$ cat config.mk
export PLATFORM = sky130hd
export DESIGN_NAME = adc_timing_control
export DESIGN_NICKNAME = d
export VERILOG_FILES = /design/src/include/adc_timing_pkg.sv /design/src/rtl/adc_clock_divider.sv /design/src/rtl/adc_timing_control.sv
export SDC_FILE = /design/constraint.sdc
export NUM_CORES = 1
export LEC_CHECK = 0
export ABC_AREA = 1
export BUFFER_PORTS_ARGS = -buffer_cell sky130_fd_sc_hd__buf_2
export CAP_MARGIN = 20
export CORE_ASPECT_RATIO = 0.9
export CORE_UTILIZATION = 54
export CTS_CLUSTER_SIZE = 14
export DETAILED_ROUTE_END_ITERATION = 10
export GPL_ROUTABILITY_DRIVEN = 0
export GPL_TIMING_DRIVEN = 0
export PLACE_DENSITY = 0.86
export SYNTH_ARGS = -nofsm -noshare
export SYNTH_HDL_FRONTEND = slang
export SYNTH_SLANG_ARGS = --single-unit
$ cat constraint.sdc
create_clock -name I_CLK -period 2.2 [get_ports I_CLK]
set_clock_uncertainty 0.1 [all_clocks]
set_input_delay 0.22 -clock I_CLK [delete_from_list [all_inputs] [get_ports I_CLK]]
set_output_delay 0.22 -clock I_CLK [all_outputs]
set_load 0.05 [all_outputs]
$ cat src/include/adc_timing_pkg.sv
// Constants shared by the converter timing control block.
package adc_timing_pkg;

    // ----------------------------------------------------------------
    // Register map.
    // ----------------------------------------------------------------
    localparam logic [3:0]  ADDR_CONTROL_TWO = 4'h0; // Control register.
    localparam logic [3:0]  ADDR_STATUS      = 4'h4; // Sequencer status.
    localparam logic [7:0]  CONTROL_RESET    = 8'h00; // All bits clear.
    localparam logic [7:0]  CONTROL_WMASK    = 8'hbf; // Bit six absent.

    // ----------------------------------------------------------------
    // Field positions.
    // ----------------------------------------------------------------
    localparam int JUSTIFY_BIT = 7;
    localparam int ACQ_MSB     = 5;
    localparam int ACQ_LSB     = 3;
    localparam int CLK_MSB     = 2;
    localparam int CLK_LSB     = 0;

    // ----------------------------------------------------------------
    // Timing.
    // ----------------------------------------------------------------
    localparam int CLK_MHZ        = 100; // System clock rate.
    localparam int TCY_NS         = 40;  // One instruction cycle.
    localparam int TCY_CYCLES     = (TCY_NS * CLK_MHZ + 999) / 1000;
    localparam int RC_HALF_CYCLES = 8;   // Half period of the RC clock.
    localparam int CONV_PERIODS   = 11;  // Clock periods per conversion.

    // AXI response codes.
    localparam logic [1:0] RESP_OKAY   = 2'h0;
    localparam logic [1:0] RESP_SLVERR = 2'h2;

    // Sequencer states.
    typedef enum logic [2:0]
    {
        ST_IDLE,
        ST_RC_DELAY,
        ST_ACQUIRE,
        ST_CONVERT
    } seq_state_t;

endpackage : adc_timing_pkg

$ cat src/rtl/adc_clock_divider.sv
// Converter clock tick generator driven by the clock select field.
`timescale 1ns/1ps
`default_nettype none
module adc_clock_divider
(
    // Clock and reset.
    input  wire logic                 i_clk,
    input  wire logic                 i_resetn,
    // Control.
    input  wire logic                 i_run,
    input  wire logic [2:0]           i_select,
    // Tick out, one per converter clock period.
    output logic                      o_tick
);
    import adc_timing_pkg::*;

    // ----------------------------------------------------------------
    // Divide ratio decode.
    // ----------------------------------------------------------------
    // Returns the system clocks per converter clock period.
    function automatic logic [6:0] period_of(input logic [2:0] sel);
        logic [6:0] p;
        p = 7'h02;
        case (sel)
            3'h0: p = 7'h02;
            3'h1: p = 7'h08;
            3'h2: p = 7'h20;
            3'h4: p = 7'h04;
            3'h5: p = 7'h10;
            3'h6: p = 7'h40;
            default: p = 7'(2 * RC_HALF_CYCLES); // RC oscillator.
        endcase
        return p;
    endfunction : period_of

    logic [6:0] count_reg;  // Clocks elapsed in the current period.
    logic [6:0] count_next;
    logic       tick_next;

    // Count while running; restart from zero whenever stopped.
    always_comb
    begin
        count_next = 7'h00;
        tick_next  = 1'b0;
        if (i_run)
        begin
            if (count_reg == period_of(i_select) - 7'h01)
            begin
                tick_next = 1'b1;
            end
            else
            begin
                count_next = count_reg + 7'h01;
            end
        end
    end

    // Register stage.
    always_ff @(posedge i_clk)
    begin
        if (!i_resetn)
        begin
            count_reg <= 7'h00;
            o_tick    <= 1'b0;
        end
        else
        begin
            count_reg <= count_next;
            o_tick    <= tick_next;
        end
    end
endmodule : adc_clock_divider
`default_nettype wire

$ cat src/rtl/adc_timing_control.sv
// AXI4-Lite control register and acquisition/conversion sequencer.
// How it works
// - bit seven set gives right justified result
// - bit six reads zero, writes ignored
// - acquisition code maps to 0..20 clock periods
// - clock code selects divider or RC oscillator
// - RC clock start delayed one instruction cycle
// - reset clears all control bits
//
// Local design decisions: the AXI4-Lite interface to the registers and the register addresses.
`timescale 1ns/1ps
`default_nettype none
module adc_timing_control
(
    // Clock and reset.
    input  wire logic                 I_CLK,
    input  wire logic                 I_RESETN,
    // AXI4-Lite write address and data.
    input  wire logic [3:0]           I_AWADDR,
    input  wire logic                 I_AWVALID,
    output logic                      O_AWREADY,
    input  wire logic [31:0]          I_WDATA,
    input  wire logic [3:0]           I_WSTRB,
    input  wire logic                 I_WVALID,
    output logic                      O_WREADY,
    // AXI4-Lite write response.
    output logic [1:0]                O_BRESP,
    output logic                      O_BVALID,
    input  wire logic                 I_BREADY,
    // AXI4-Lite read.
    input  wire logic [3:0]           I_ARADDR,
    input  wire logic                 I_ARVALID,
    output logic                      O_ARREADY,
    output logic [31:0]               O_RDATA,
    output logic [1:0]                O_RRESP,
    output logic                      O_RVALID,
    input  wire logic                 I_RREADY,
    // Converter side.
    input  wire logic                 I_START,
    output logic                      O_RESULT_JUSTIFY,
    output logic                      O_ACQUIRING,
    output logic                      O_CONVERTING,
    output logic                      O_CONV_CLK_TICK,
    output logic                      O_DONE
);
    import adc_timing_pkg::*;

    // ----------------------------------------------------------------
    // Decode helpers.
    // ----------------------------------------------------------------
    // Acquisition length in converter clock periods.
    function automatic logic [4:0] acq_periods(input logic [2:0] code);
        logic [4:0] n;
        n = 5'h00;
        case (code)
            3'h0: n = 5'h00;
            3'h1: n = 5'h02;
            3'h2: n = 5'h04;
            3'h3: n = 5'h06;
            3'h4: n = 5'h08;
            3'h5: n = 5'h0c;
            3'h6: n = 5'h10;
            default: n = 5'h14;
        endcase
        return n;
    endfunction : acq_periods

    // True when the clock code picks the RC oscillator.
    function automatic logic is_rc(input logic [2:0] code);
        return code[1:0] == 2'h3;
    endfunction : is_rc

    // ----------------------------------------------------------------
    // Register bus state.
    // ----------------------------------------------------------------
    logic [7:0]  control_reg;   // Stored control byte.
    logic [7:0]  control_next;
    logic        aw_reg,  aw_next;    // Address held until both arrive.
    logic [3:0]  awa_reg, awa_next;
    logic        w_reg,   w_next;     // Data held until both arrive.
    logic [7:0]  wd_reg,  wd_next;
    logic        ws_reg,  ws_next;    // Low byte strobe.
    logic [1:0]  bresp_next;
    logic        bvalid_next;
    logic [31:0] rdata_next;
    logic [1:0]  rresp_next;
    logic        rvalid_next;

    // Sequencer state.
    seq_state_t  state_reg, state_next;
    logic [4:0]  cnt_reg,   cnt_next;   // Periods or cycles left.
    logic        done_next;
    logic        tick;                  // Converter clock period tick.
    logic        run;

    // ----------------------------------------------------------------
    // Write and read channels.
    // ----------------------------------------------------------------
    // Address and data are taken in either order; ready is dropped
    // while a channel is held or a response is pending, so one write
    // and one read at a time are served.
    always_comb
    begin
        control_next = control_reg;
        aw_next      = aw_reg;
        awa_next     = awa_reg;
        w_next       = w_reg;
        wd_next      = wd_reg;
        ws_next      = ws_reg;
        bresp_next   = O_BRESP;
        bvalid_next  = O_BVALID;
        rdata_next   = O_RDATA;
        rresp_next   = O_RRESP;
        rvalid_next  = O_RVALID;
        if (I_AWVALID && O_AWREADY)
        begin
            aw_next  = 1'b1;
            awa_next = I_AWADDR;
        end
        if (I_WVALID && O_WREADY)
        begin
            w_next  = 1'b1;
            wd_next = I_WDATA[7:0];
            ws_next = I_WSTRB[0];
        end
        if (O_BVALID && I_BREADY)
            bvalid_next = 1'b0;
        // Both halves present: commit and respond.
        if (aw_reg && w_reg && !O_BVALID)
        begin
            aw_next     = 1'b0;
            w_next      = 1'b0;
            bvalid_next = 1'b1;
            if (awa_reg == ADDR_CONTROL_TWO)
            begin
                bresp_next = RESP_OKAY;
                // Bit six is masked so it never stores.
                if (ws_reg)
                    control_next = wd_reg & CONTROL_WMASK;
            end
            else if (awa_reg == ADDR_STATUS)
                bresp_next = RESP_OKAY; // Status is read only.
            else
                bresp_next = RESP_SLVERR;
        end
        if (O_RVALID && I_RREADY)
            rvalid_next = 1'b0;
        if (I_ARVALID && O_ARREADY)
        begin
            rvalid_next = 1'b1;
            rresp_next  = RESP_OKAY;
            if (I_ARADDR == ADDR_CONTROL_TWO)
                rdata_next = {24'h000000, control_reg};
            else if (I_ARADDR == ADDR_STATUS)
                rdata_next = {29'h00000000, O_DONE, O_CONVERTING,
                              O_ACQUIRING};
            else
            begin
                rdata_next = 32'h00000000;
                rresp_next = RESP_SLVERR;
            end
        end
    end

    // ----------------------------------------------------------------
    // Sequencer.
    // ----------------------------------------------------------------
    // A start request is ignored while a sequence is under way.
    always_comb
    begin
        state_next = state_reg;
        cnt_next   = cnt_reg;
        done_next  = 1'b0;
        case (state_reg)
            ST_IDLE:
            begin
                if (I_START)
                begin
                    cnt_next   = acq_periods(control_reg[ACQ_MSB:ACQ_LSB]);
                    state_next = ST_ACQUIRE;
                end
            end
            ST_ACQUIRE:
            begin
                // Zero code passes straight through; software is
                // expected to avoid it for accuracy.
                if (cnt_reg == 5'h00)
                begin
                    if (is_rc(control_reg[CLK_MSB:CLK_LSB]))
                    begin
                        cnt_next   = 5'(TCY_CYCLES);
                        state_next = ST_RC_DELAY;
                    end
                    else
                    begin
                        cnt_next   = 5'(CONV_PERIODS);
                        state_next = ST_CONVERT;
                    end
                end
                else if (tick)
                    cnt_next = cnt_reg - 5'h01;
            end
            ST_RC_DELAY:
            begin
                // Hold the RC clock off for one instruction cycle.
                if (cnt_reg <= 5'h01)
                begin
                    cnt_next   = 5'(CONV_PERIODS);
                    state_next = ST_CONVERT;
                end
                else
                    cnt_next = cnt_reg - 5'h01;
            end
            ST_CONVERT:
            begin
                if (tick)
                begin
                    if (cnt_reg == 5'h01)
                    begin
                        done_next  = 1'b1;
                        state_next = ST_IDLE;
                    end
                    cnt_next = cnt_reg - 5'h01;
                end
            end
            default:
                state_next = ST_IDLE;
        endcase
    end

    // The divider only runs while periods are being counted.
    assign run = (state_reg == ST_ACQUIRE) || (state_reg == ST_CONVERT);

    adc_clock_divider u_div
    (
        .i_clk    (I_CLK),
        .i_resetn (I_RESETN),
        .i_run    (run),
        .i_select (control_reg[CLK_MSB:CLK_LSB]),
        .o_tick   (tick)
    );

    // ----------------------------------------------------------------
    // Registers and outputs.
    // ----------------------------------------------------------------
    always_ff @(posedge I_CLK)
    begin
        if (!I_RESETN)
        begin
            control_reg      <= CONTROL_RESET;
            aw_reg           <= 1'b0;
            awa_reg          <= 4'h0;
            w_reg            <= 1'b0;
            wd_reg           <= 8'h00;
            ws_reg           <= 1'b0;
            O_AWREADY        <= 1'b0;
            O_WREADY         <= 1'b0;
            O_ARREADY        <= 1'b0;
            O_BRESP          <= RESP_OKAY;
            O_BVALID         <= 1'b0;
            O_RDATA          <= 32'h00000000;
            O_RRESP          <= RESP_OKAY;
            O_RVALID         <= 1'b0;
            state_reg        <= ST_IDLE;
            cnt_reg          <= 5'h00;
            O_RESULT_JUSTIFY <= 1'b0;
            O_ACQUIRING      <= 1'b0;
            O_CONVERTING     <= 1'b0;
            O_CONV_CLK_TICK  <= 1'b0;
            O_DONE           <= 1'b0;
        end
        else
        begin
            control_reg      <= control_next;
            aw_reg           <= aw_next;
            awa_reg          <= awa_next;
            w_reg            <= w_next;
            wd_reg           <= wd_next;
            ws_reg           <= ws_next;
            O_AWREADY        <= !aw_next && !bvalid_next && !O_AWREADY;
            O_WREADY         <= !w_next && !bvalid_next && !O_WREADY;
            O_ARREADY        <= !rvalid_next && !O_ARREADY;
            O_BRESP          <= bresp_next;
            O_BVALID         <= bvalid_next;
            O_RDATA          <= rdata_next;
            O_RRESP          <= rresp_next;
            O_RVALID         <= rvalid_next;
            state_reg        <= state_next;
            cnt_reg          <= cnt_next;
            O_RESULT_JUSTIFY <= control_next[JUSTIFY_BIT];
            O_ACQUIRING      <= state_next == ST_ACQUIRE;
            O_CONVERTING     <= state_next == ST_CONVERT;
            O_CONV_CLK_TICK  <= tick && (state_reg == ST_CONVERT);
            O_DONE           <= done_next;
        end
    end
endmodule : adc_timing_control
`default_nettype wire

==> flow_metrics.tcl <==
set metrics [dict create \
    rsz0062_at_grt "no" \
    overflow 0 \
    post_cts_buffers 0 \
    yosysUniqueCellTypes 37 \
    wire_per_inst_um 10.9 \
    relSlewSlack 0.645 \
    fp.dieH_um 70.8 \
    status "completed" \
    crit_fanout 6 \
    maxCapViolCount 0 \
    clk_latency_ps 320 \
    tns_ps 0 \
    ir_worst_vdd_mv 0.364 \
    drc_errors 0 \
    grt_start_max_net_pins 20 \
    setup_viol 0 \
    power.density_mw_per_mm2 642 \
    design_area_mm2 0.00333 \
    async_flop_share 0 \
    n_antenna_cell 0 \
    cts_hold_buffers 0 \
    cp.required_ps 2330 \
    h-tree-depth 2 \
    grt_pass1_vias 2257 \
    first_pass_iters 4 \
    finalCriticalPeriod_ps 1680 \
    syn2layout_area_growth_pct 17.2 \
    die_w_um 78.4 \
    io_pins 98 \
    wirelength_um 5760 \
    startpoint_type "flop" \
    ctsRootBufferMaster "clkbuf_8" \
    core_mm2 0.00495 \
    ys_seq_area_frac 0.388 \
    final_cell_mix "55 x dfxtp_1, 55 x nand2_1, 45 x buf_2, 43 x nor2_1, 41 x inv_1" \
    drive_gt1_frac 0.277 \
    yosys_warnings 0 \
    num-fill-cells 416 \
    synth-seq-cells 55 \
    worstMarginPinSlew_ps 533 \
    hp-class "in2reg" \
    cts_buffers 5 \
    placed_cell_area_mm2 0.00323 \
    ant_nets 0 \
    drt-initial-drc-count 174 \
    die_area_mm2 0.00555 \
    synth_edf_count 0 \
    syn_avg_cell_area_um2 7.38 \
    slew_violations 0 \
    core.rowCount 24 \
    cts_tree "yes" \
    via_per_inst 4.83 \
    initial_utilization 0.573 \
    finalCritPeriodShare 0.762 \
    io_buffers 42 \
    whs_ps 49.1 \
    clockBufferDepth 2 \
    antenna_found_initial 0 \
    timing.fmax_ghz 0.597 \
    cts.reportedPaths.clkPinSlew_ps 110 \
    path_class "reg2reg" \
    worstPathArrival_ps 1810 \
    num_vias 2544 \
    endpoint_kind "flop" \
    clock-sinks 55 \
    final_nets 517 \
    finalHoldViolCount 0 \
    grt_use_total 0.220 \
    synth_cells 385 \
    grt_pass1_wl_um 9560 \
    dp_hpwl_um 4460 \
    power_leakage_uw 0.00159 \
    synth_area_mm2 0.00284 \
    yosys_most_used_dff "dfxtp_1" \
    post_cts_resized 0 \
]
-- metal layers --
layer / up-vias / GRT usage / share of wire
li1: 1333 / - / -
met1: 1097 / 0.271 / 0.45
met2: 107 / 0.372 / 0.46
met3: 7 / 0.0516 / 0.074
met4: 0 / 0.0864 / 0.014
met5: - / 0 / 0
-- cell type report --
class	count	area [µm²]	area share
multi-input combinational	268	1400	0.419
buffer	35	241	0.0725
clock buffer	5	68.8	0.0207
timing repair buffer	42	210	0.0631
tap	65	81.3	0.0244
clock inverter	3	27.5	0.00827
sequential	55	1100	0.331
inverter	54	203	0.0609
-- report_power, final --
group | internal, µW | total (µW) | switching (µW) | leakage, µW
clock | 237 | 595 | 358 | 0.0000467
combinational | 138 | 460 | 322 | 0.00109
sequential | 1040 | 1080 | 37.1 | 0.000448
total | 1420 | 2140 | 718 | 0.00159
-- path summary, 6_finish.rpt --
kind,depth (start not counted),start,slack (ps),end
worst max register to register,11,cnt_reg[0],520,cnt_reg[2]
worst max-delay path,11,cnt_reg[0],520,cnt_reg[2]
worst min register to register,1,O_AWREADY,360,O_AWREADY
worst min-delay path,3,I_WSTRB[0],50,ws_reg
-- critical path, stage by stage, from the launching register on --
cell,delay [ps]
dfxtp_1,440
inv_1,140
ha_1,270
inv_1,70
nand2_1,60
and2_1,130
nand3_1,70
nand2_1,70
clkinv_1,50
nand4_1,70
nand2_1,80
inv_1,40
-- metrics by stage --
step	total power, µW	instances	setup slack (ps)	util
after floorplan	1470	412	694	-
after global placement	1550	519	615	0.653
after detailed placement	1560	519	567	0.653
after CTS	2150	527	526	0.672
after global routing	2240	527	377	0.672
final	2140	527	524	0.672
-- cell families (layout without fill, tap and decap cells) --
| kind of cell | after synthesis | after routing | share of synthesized area |
|---|---|---|---|
| buffers and inverters | 89 | 139 | 0.156 |
| AO/OA/AOI/OAI | 66 | 66 | 0.137 |
| adder cells (fa/ha/maj) | 4 | 4 | 0.0176 |
| AND/OR/NAND/NOR | 165 | 165 | 0.285 |
| flip-flops | 55 | 55 | 0.388 |
| XOR/XNOR | 5 | 5 | 0.0154 |
| other | 1 | 28 | 0.00132 |
-- cell usage after synthesis, types with 3 or more instances --
cell type	count	area (µm²)
dfxtp_1	55	1100
nand2_1	55	206
nor2_1	43	161
inv_1	41	154
buf_4	28	210
o21ai_0	28	140
nand3_1	27	135
a21oi_1	19	95.1
inv_2	11	41.3
nor2_2	10	62.6
nand2_2	7	43.8
o21ai_1	5	25.0
a32oi_1	4	35.0
ha_1	4	50.1
nand3_2	4	40.0
nor3_2	4	40.0
o211ai_1	4	30.0
buf_2	3	15.0
nand4_1	3	18.8
nor2_4	3	33.8
nor3_1	3	15.0
xor2_1	3	26.3
No activity file was read; power rests on OpenSTA's default activity.
